`src/dmd_pkg.sv`:
```
package dmd_pkg;
   localparam logic [7:0] PMC_SFR_ADDR = 8'hc4;
   localparam int PMC_EN_LO_BIT = 0;
   localparam int PMC_EN_HI_BIT = 1;
   localparam logic [7:0] PMC_RESET = 8'h40;
   localparam logic [7:0] PMC_WR_MASK = 8'h03;
   localparam logic [15:0] LOCK_STATUS_ADDR = 16'hfffc;
   localparam logic [15:0] SRAM_TOP_ADDR = 16'h00ff;
   localparam int LOCK_STATUS_BIT0 = 0;
   localparam int SRAM_DEPTH = 256;
   localparam int INT_ACCESS_CYCLES = 2;
   localparam int STRETCH_W = 3;

   typedef enum logic [1:0] {
      DMD_MAP_EXT = 2'b00,
      DMD_MAP_INT = 2'b01,
      DMD_MAP_RSV = 2'b10,
      DMD_MAP_LCK = 2'b11
   } dmd_map_t;

   typedef enum logic [1:0] {
      DMD_TGT_EXT = 2'b00,
      DMD_TGT_SRAM = 2'b01,
      DMD_TGT_LOCK = 2'b10,
      DMD_TGT_NONE = 2'b11
   } dmd_tgt_t;
endpackage

```
`src/dmd_mem_if.sv`:
```
`timescale 1ns/10ps
interface dmd_mem_if;
   logic en;
   logic we;
   logic [7:0] addr;
   logic [7:0] wdata;
   logic [7:0] rdata;
   modport ctrl (output en, output we, output addr, output wdata, input rdata);
   modport mem (input en, input we, input addr, input wdata, output rdata);
endinterface

```
`src/dmd_decoder.sv`:
```
`timescale 1ns/10ps
module dmd_decoder
   import dmd_pkg::*;
#(
   parameter int SW = STRETCH_W
) (
   // Clock and reset
   input wire logic clk_i,
   input wire logic rst_b_i,
   // Special function register port
   input wire logic sfr_wr_i,
   input wire logic sfr_rd_i,
   input wire logic [7:0] sfr_addr_i,
   input wire logic [7:0] sfr_wdata_i,
   output logic [7:0] sfr_rdata_o,
   output logic sfr_hit_o,
   // External data move request from the core, one per instruction cycle enable
   input wire logic cyc_en_i,
   input wire logic xreq_i,
   input wire logic xwe_i,
   input wire logic [15:0] xaddr_i,
   input wire logic [7:0] xwdata_i,
   input wire logic [SW-1:0] stretch_i,
   output logic xbusy_o,
   output logic xdone_o,
   output logic [7:0] xrdata_o,
   // Lock fuse levels
   input wire logic [2:0] security_lock_bits_i,
   // Multiplexed port 0 / port 2 bus
   output logic ext_cyc_o,
   output logic ext_we_o,
   output logic [15:0] ext_addr_o,
   output logic [7:0] ext_wdata_o,
   input wire logic [7:0] ext_rdata_i,
   output logic [7:0] p0_o,
   output logic p0_oe_o,
   output logic [7:0] p2_o,
   output logic p2_oe_o
);
   typedef enum logic [1:0] {
      DMD_ST_IDLE = 2'b00,
      DMD_ST_RUN = 2'b01,
      DMD_ST_DONE = 2'b10
   } dmd_st_t;

   // Both live maps share the same low window of 256 bytes
   function automatic logic in_sram_window(input logic [15:0] a);
      return a <= SRAM_TOP_ADDR;
   endfunction

   // Register select shared by the write path and the read-back path
   function automatic logic pmc_sel(input logic [7:0] a);
      return a == PMC_SFR_ADDR;
   endfunction

   // Lock status byte: one bit per programmed fuse, upper bits read zero
   function automatic logic [7:0] lock_byte(input logic [2:0] bits);
      return {5'h00, bits};
   endfunction

   // Access length in instruction cycles; stretch only ever applies off chip
   function automatic logic [SW:0] access_len(input dmd_tgt_t t, input logic [SW-1:0] s);
      logic [SW:0] n;
      n = (SW+1)'(INT_ACCESS_CYCLES);
      if (t == DMD_TGT_EXT) begin
         n = n + {1'b0, s};
      end
      return n;
   endfunction

   function automatic dmd_tgt_t decode(input logic [1:0] map, input logic [15:0] a);
      dmd_tgt_t t;
      t = DMD_TGT_EXT;
      unique case (map)
         DMD_MAP_EXT: t = DMD_TGT_EXT;
         DMD_MAP_INT: begin
            if (in_sram_window(a)) begin
               t = DMD_TGT_SRAM;
            end else begin
               t = DMD_TGT_EXT;
            end
         end
         DMD_MAP_RSV: t = DMD_TGT_NONE;
         DMD_MAP_LCK: begin
            // Only the status byte answers up high; the rest of that space is dead
            if (in_sram_window(a)) begin
               t = DMD_TGT_SRAM;
            end else if (a == LOCK_STATUS_ADDR) begin
               t = DMD_TGT_LOCK;
            end else begin
               t = DMD_TGT_NONE;
            end
         end
      endcase
      return t;
   endfunction

   // Power management control register
   logic [7:0] pmc_q, pmc_d;

   always_comb begin
      pmc_d = pmc_q;
      if (sfr_wr_i && pmc_sel(sfr_addr_i)) begin
         // Only the enable field is writable here; other bits belong elsewhere
         pmc_d = (pmc_q & ~PMC_WR_MASK) | (sfr_wdata_i & PMC_WR_MASK);
      end
   end

   always_ff @(posedge clk_i or negedge rst_b_i) begin
      if (!rst_b_i) begin
         pmc_q <= PMC_RESET;
      end else begin
         pmc_q <= pmc_d;
      end
   end

   // Fuse levels are asynchronous to the core clock: two flops before any use
   logic [2:0] lock_s1_q, lock_s1_d;
   logic [2:0] lock_s2_q, lock_s2_d;

   always_comb begin
      lock_s1_d = security_lock_bits_i;
      lock_s2_d = lock_s1_q;
   end

   always_ff @(posedge clk_i or negedge rst_b_i) begin
      if (!rst_b_i) begin
         lock_s1_q <= 3'h0;
         lock_s2_q <= 3'h0;
      end else begin
         lock_s1_q <= lock_s1_d;
         lock_s2_q <= lock_s2_d;
      end
   end

   logic [1:0] map;
   assign map = {pmc_q[PMC_EN_HI_BIT], pmc_q[PMC_EN_LO_BIT]};
   assign sfr_hit_o = sfr_rd_i && pmc_sel(sfr_addr_i);
   assign sfr_rdata_o = sfr_hit_o ? pmc_q : 8'h00;

   // Access sequencer
   dmd_st_t st_q, st_d;
   dmd_tgt_t tgt_q, tgt_d;
   logic [SW:0] cnt_q, cnt_d;
   logic we_q, we_d;
   logic [15:0] addr_q, addr_d;
   logic [7:0] wdata_q, wdata_d;
   dmd_mem_if mif ();

   always_comb begin
      st_d = st_q;
      tgt_d = tgt_q;
      cnt_d = cnt_q;
      we_d = we_q;
      addr_d = addr_q;
      wdata_d = wdata_q;
      unique case (st_q)
         // Requests while busy are simply not looked at
         DMD_ST_IDLE: begin
            if (xreq_i) begin
               // Live map sampled at request time
               tgt_d = decode(map, xaddr_i);
               we_d = xwe_i;
               addr_d = xaddr_i;
               wdata_d = xwdata_i;
               cnt_d = access_len(tgt_d, stretch_i);
               st_d = DMD_ST_RUN;
            end
         end
         DMD_ST_RUN: begin
            if (cyc_en_i) begin
               cnt_d = cnt_q - (SW+1)'(1);
               if (cnt_q == (SW+1)'(1)) begin
                  st_d = DMD_ST_DONE;
               end
            end
         end
         DMD_ST_DONE: st_d = DMD_ST_IDLE;
         default: st_d = DMD_ST_IDLE;
      endcase
   end

   always_ff @(posedge clk_i or negedge rst_b_i) begin
      if (!rst_b_i) begin
         st_q <= DMD_ST_IDLE;
         tgt_q <= DMD_TGT_NONE;
         cnt_q <= '0;
         we_q <= 1'b0;
         addr_q <= 16'h0000;
         wdata_q <= 8'h00;
      end else begin
         st_q <= st_d;
         tgt_q <= tgt_d;
         cnt_q <= cnt_d;
         we_q <= we_d;
         addr_q <= addr_d;
         wdata_q <= wdata_d;
      end
   end

   // Read data register: loads once per completed read, writes leave it alone
   logic [7:0] rdata_q, rdata_d;
   logic last_step;
   assign last_step = (st_q == DMD_ST_RUN) && cyc_en_i && (cnt_q == (SW+1)'(1));

   always_comb begin
      rdata_d = rdata_q;
      // Suppressed reads return zero rather than whatever floats on the bus
      if (last_step && !we_q) begin
         unique case (tgt_q)
            DMD_TGT_SRAM: rdata_d = mif.rdata;
            DMD_TGT_EXT: rdata_d = ext_rdata_i;
            DMD_TGT_LOCK: rdata_d = lock_byte(lock_s2_q);
            DMD_TGT_NONE: rdata_d = 8'h00;
         endcase
      end
   end

   always_ff @(posedge clk_i or negedge rst_b_i) begin
      if (!rst_b_i) begin
         rdata_q <= 8'h00;
      end else begin
         rdata_q <= rdata_d;
      end
   end

   // SRAM port: enabled on every clock of the run until the first enabled cycle, data held in the memory register
   assign mif.en = (st_q == DMD_ST_RUN) && (tgt_q == DMD_TGT_SRAM)
      && (cnt_q == (SW+1)'(INT_ACCESS_CYCLES));
   assign mif.we = we_q;
   assign mif.addr = addr_q[7:0];
   assign mif.wdata = wdata_q;

   dmd_sram #(.DEPTH(SRAM_DEPTH)) u_sram (
      .clk_i(clk_i),
      .bus(mif.mem)
   );

   // Port drivers are flops loaded from the next state, so pins settle together with it
   logic ext_act_q, ext_act_d;
   logic ext_we_q, ext_we_d;
   logic [7:0] p0_q, p0_d;
   logic [7:0] p2_q, p2_d;

   always_comb begin
      ext_act_d = (st_d == DMD_ST_RUN) && (tgt_d == DMD_TGT_EXT);
      ext_we_d = ext_act_d && we_d;
      p2_d = addr_d[15:8];
      // Port 0 carries write data during an external write, the low address otherwise
      if (ext_we_d) begin
         p0_d = wdata_d;
      end else begin
         p0_d = addr_d[7:0];
      end
   end

   always_ff @(posedge clk_i or negedge rst_b_i) begin
      if (!rst_b_i) begin
         ext_act_q <= 1'b0;
         ext_we_q <= 1'b0;
         p0_q <= 8'h00;
         p2_q <= 8'h00;
      end else begin
         ext_act_q <= ext_act_d;
         ext_we_q <= ext_we_d;
         p0_q <= p0_d;
         p2_q <= p2_d;
      end
   end

   // Suppressed and lock targets never raise the external strobe
   assign ext_cyc_o = ext_act_q;
   assign ext_we_o = ext_we_q;
   assign ext_addr_o = addr_q;
   assign ext_wdata_o = wdata_q;
   assign p2_o = p2_q;
   assign p2_oe_o = ext_act_q;
   assign p0_o = p0_q;
   assign p0_oe_o = ext_act_q;

   assign xbusy_o = (st_q != DMD_ST_IDLE);
   assign xdone_o = (st_q == DMD_ST_DONE);
   assign xrdata_o = rdata_q;
endmodule

```
`src/dmd_sram.sv`:
```
`timescale 1ns/10ps
module dmd_sram
   import dmd_pkg::*;
#(
   parameter int DEPTH = SRAM_DEPTH
) (
   input wire logic clk_i,
   dmd_mem_if.mem bus
);
   logic [7:0] mem_q [DEPTH];
   logic [7:0] rdata_q;

   // Contents not reset: battery-backed storage keeps its data
   always_ff @(posedge clk_i) begin
      if (bus.en) begin
         if (bus.we) begin
            mem_q[bus.addr] <= bus.wdata;
         end
         rdata_q <= mem_q[bus.addr];
      end
   end

   assign bus.rdata = rdata_q;
endmodule
```
`config.mk`:
```
export PLATFORM = sky130hd
export DESIGN_NAME = dmd_decoder
export DESIGN_NICKNAME = d
export VERILOG_FILES = /design/src/dmd_pkg.sv /design/src/dmd_mem_if.sv /design/src/dmd_decoder.sv /design/src/dmd_sram.sv
export SDC_FILE = /design/constraint.sdc
export NUM_CORES = 2
export LEC_CHECK = 0
export BUFFER_PORTS_ARGS = -buffer_cell sky130_fd_sc_hd__buf_2
export CELL_PAD_IN_SITES_DETAIL_PLACEMENT = 0
export CELL_PAD_IN_SITES_GLOBAL_PLACEMENT = 2
export CORE_AREA = 2 2 406 408
export DETAILED_ROUTE_END_ITERATION = 10
export DIE_AREA = 0 0 408 410
export PLACE_DENSITY_LB_ADDON = 0.1
export SYNTH_ARGS = -nofsm -noshare
export SYNTH_HDL_FRONTEND = slang
export SYNTH_HIERARCHICAL = 1
export SYNTH_SLANG_ARGS = --single-unit
```
`constraint.sdc`:
```
create_clock -name clk_i -period 9.8 [get_ports clk_i]
set_input_delay 0.49 -clock clk_i [delete_from_list [all_inputs] [get_ports clk_i]]
set_output_delay 0.49 -clock clk_i [all_outputs]
set_load 0.005 [all_outputs]
```
==> flow_summary.ini <==
[status]
status = complete, no violations

[detailed_routing]
routed_wl_um = 202100
vias = 39560
wl_per_cell_um = 31.88
drt_iter0_markers = 4695
drtPass1Iterations = 5
viasPerCell = 6.240
drcViolationCount = 0
drtAntennaViolNets = 0

[synth]
syn_area_per_cell_sq_um = 21.36
synth_top_family_by_area = multiplexers
synth_cells = 3794
synth_compound_area_frac = 0.03771
yosys.area_share.simple = 0.02227
synth_xor_area_frac = 0
synth_mux_area_frac = 0.1447
synth_seq_cells = 2115
yosysUniqueCellTypes = 43
synth-adder-area-share = 0.0006176
syn-cell-area_sq_um = 81030
ys_seq_area_frac = 0.7802
yosysWarnings = 6

[clock_network]
clockBufferDepth = 3
clk_pin_slew_ns = 0.06
clockRootBuffer = clkbuf_16
numCtsBuffers = 210
clk_latency_ns = 0.84
cts_tree = yes
post_cts_buffers = 0
cts_sinks = 2115
cts_hold_buf = 35
htreeDepth = 4
cts_resized = 0

[power]
p_comb_frac = 0.255
clkPwrFrac = 0.296
peakVddDrop_mv = 0.5731
powerDensity_nw_per_um2 = 287.6
leakage_nw = 28.11
pwr-share-seq = 0.450
swShare = 0.3086
intPower_mw = 18.11
p_sw_mw = 8.081

[floorplanning]
die_w_um = 408
die_area_sq_um = 167300
die_y_um = 410
coreArea_sq_um = 163500
row_count = 149
io_pins = 124
start_util = 0.4956

[layout]
fillCellCount = 12110
layout-drive-gt1-share = 0.2501
final_area_sq_um = 91050
mostFrequentLayoutCells = edfxtp_1 (2056), mux4_2 (512), nor2_1 (266), a22oi_1 (257), clkbuf_16 (211)
final_common_cell = edfxtp_1
fin_util = 0.5569
fin_nets = 4039
multiInputGateArea_sq_um = 16810
layout.area.seq_sq_um = 63260
area.growth.synth_to_final_pct = 12.37

[critical_path]
endpoint_kind = flip-flop
max_stage_delay_ns = 1.10
start_kind = flip-flop
criticalPathCategory = reg2reg
crit_chain = buf_12 > buf_4 > mux4_2 > a22oi_1 > a21oi_1 > o41ai_1 > nand4_1
crit_required_ns = 10.31
slowest_stage = o41ai_1
crit_fanout = 121
worstPathArrival_ns = 5.69

[grt]
grt_first_pass_wirelength_um = 288400
grt_use_total = 0.2420
antenna_found_initial = 5
grt_max_degree = 202
grt_overflow = 0
grt_pass1_vias = 40130

[placed_design]
gp_congestion = 0.8337
dp_hpwl_um = 116100
place_area_sq_um = 84050
io_buffers = 112

[sta]
worst_pin_slew_ns = 1.328
hold_viol = 0
tns_ns = 0
period_minus_slack_ns = 5.185
setup_violations = 0
clock_skew_ns = 0.03040
slew_violations = 0
relSlewSlack = 0.1149
period_share = 0.5290
rsz0062_at_grt = false
fmax_ghz = 0.1929

[run]
maxCapViolations = 0

[worst_hold_path]
hold_class = in2reg
final timing paths:
check / from / slack, ns / cells after the start / endpoint
worst max-delay path: ext_addr_o[1]$_DFF_PN0_ / 4.62 / 7 / u_sram/bus.rdata[3]$_DFFE_PP_
max in group asynchronous: rst_b_i / 8.84 / 3 / ext_addr_o[1]$_DFF_PN0_
min in group asynchronous: rst_b_i / 0.36 / 3 / ext_addr_o[4]$_DFF_PN0_
worst max register to register: ext_addr_o[1]$_DFF_PN0_ / 4.62 / 7 / u_sram/bus.rdata[3]$_DFFE_PP_
worst min-delay path: ext_rdata_i[6] / 0.09 / 3 / xrdata_o[6]$_DFFE_PN0P_
worst min register to register: lock_s1_q[2]$_DFF_PN0_ / 0.35 / 0 / lock_s2_q[2]$_DFF_PN0_
sequential cells by signal (all words and copies together) (netlist names), 3 cells and up:
register          flops
u_sram/mem_q       2048
u_sram/bus.rdata      8
xrdata_o              8
lock_s2_q             3
cnt_q                 4
lock_s1_q             3
ext_wdata_o           8
p2_o                  7
ext_addr_o            9
p0_o                  8
through the flow:
stage | hold slack, ns | total power, mW | worst slack, ns | cells
CTS | 0.04998 | 26.45 | 4.597 | 6339
global placement | 0.3452 | 18.50 | 4.754 | 5916
detailed placement | 0.3435 | 18.72 | 4.598 | 5916
global route | 0.07991 | 27.17 | 4.431 | 6339
floorplan | 0.1944 | 16.22 | 5.778 | 3798
finish | 0.08920 | 26.19 | 4.616 | 6340
metal layers:
layer / routed length [um] / GRT usage
met5: 0 / 0
met4: 5511 / 0.06820
met3: 14740 / 0.03908
met2: 98680 / 0.3911
met1: 83210 / 0.3451
power by group through the flow:
stage	Sequential (mW)	Combinational, mW	Clock (mW)
floorplan	12.3	3.88	0
finish	11.8	6.67	7.74
global route	11.8	7.09	8.25
CTS	11.8	6.75	7.90
global placement	11.9	6.56	0
detailed placement	12.0	6.73	0
Yosys cell counts, drive strengths merged:
cell type	count	area, sq um
or2	2	12.52
and4	1	8.760
clkbuf	148	555.5
nand4	10	62.56
a22oi	257	1929
a2bb2oi	1	8.760
nor2b	9	56.30
o31ai	5	37.54
nor3b	4	30.03
mux2	10	112.6
nor4	3	18.77
conb	1	3.750
nor4bb	1	10.01
nand2b	5	31.28
mux2i	8	80.08
a22o	2	17.52
a31o	1	8.760
o41ai	32	280.3
ha	4	50.05
a21oi	134	670.6
edfxtp	2056	61740
or4b	1	10.01
and2	4	25.02
dfrtp	57	1426
nor3	6	30.03
a221oi	2	17.52
a211oi	1	20.02
and3	2	12.51
o21ai	9	45.04
nand2	116	435.4
nor2	269	1010
a21o	1	7.510
a31oi	2	12.51
nand3	5	25.02
buf	102	599.3
dfstp	2	52.55
nand4b	3	26.28
mux4	512	11530
inv	6	22.52
logic make-up after synthesis:
| group | count (synthesis) |
|---|---|
| DFF | 2115 |
| adders and majority gates | 4 |
| buffers and inverters | 256 |
| other | 1 |
| muxes | 530 |
| AOI/OAI and AO/OA | 447 |
| and+or+nand+nor | 441 |
worst max-delay path: cells and delay by family (launching register included):
kind | cells | cell delay [ns]
AND/OR/NAND/NOR | 1 | 0.26
AO/OA/AOI/OAI | 3 | 1.56
buffers and inverters | 2 | 1.34
flip-flops | 1 | 0.97
multiplexers | 1 | 0.42
final cells by class:
type | count | share of cell area
clock buffers | 255 | 0.06002
well taps | 2189 | 0.03008
repair buffers | 214 | 0.01731
clock inverters | 133 | 0.01303
inverters | 6 | 0.0002473
diodes | 1 | 0.00002748
flip-flops and latches | 2115 | 0.6947
multi-input cells | 1427 | 0.1846
Power figures use the tool's default switching activity.
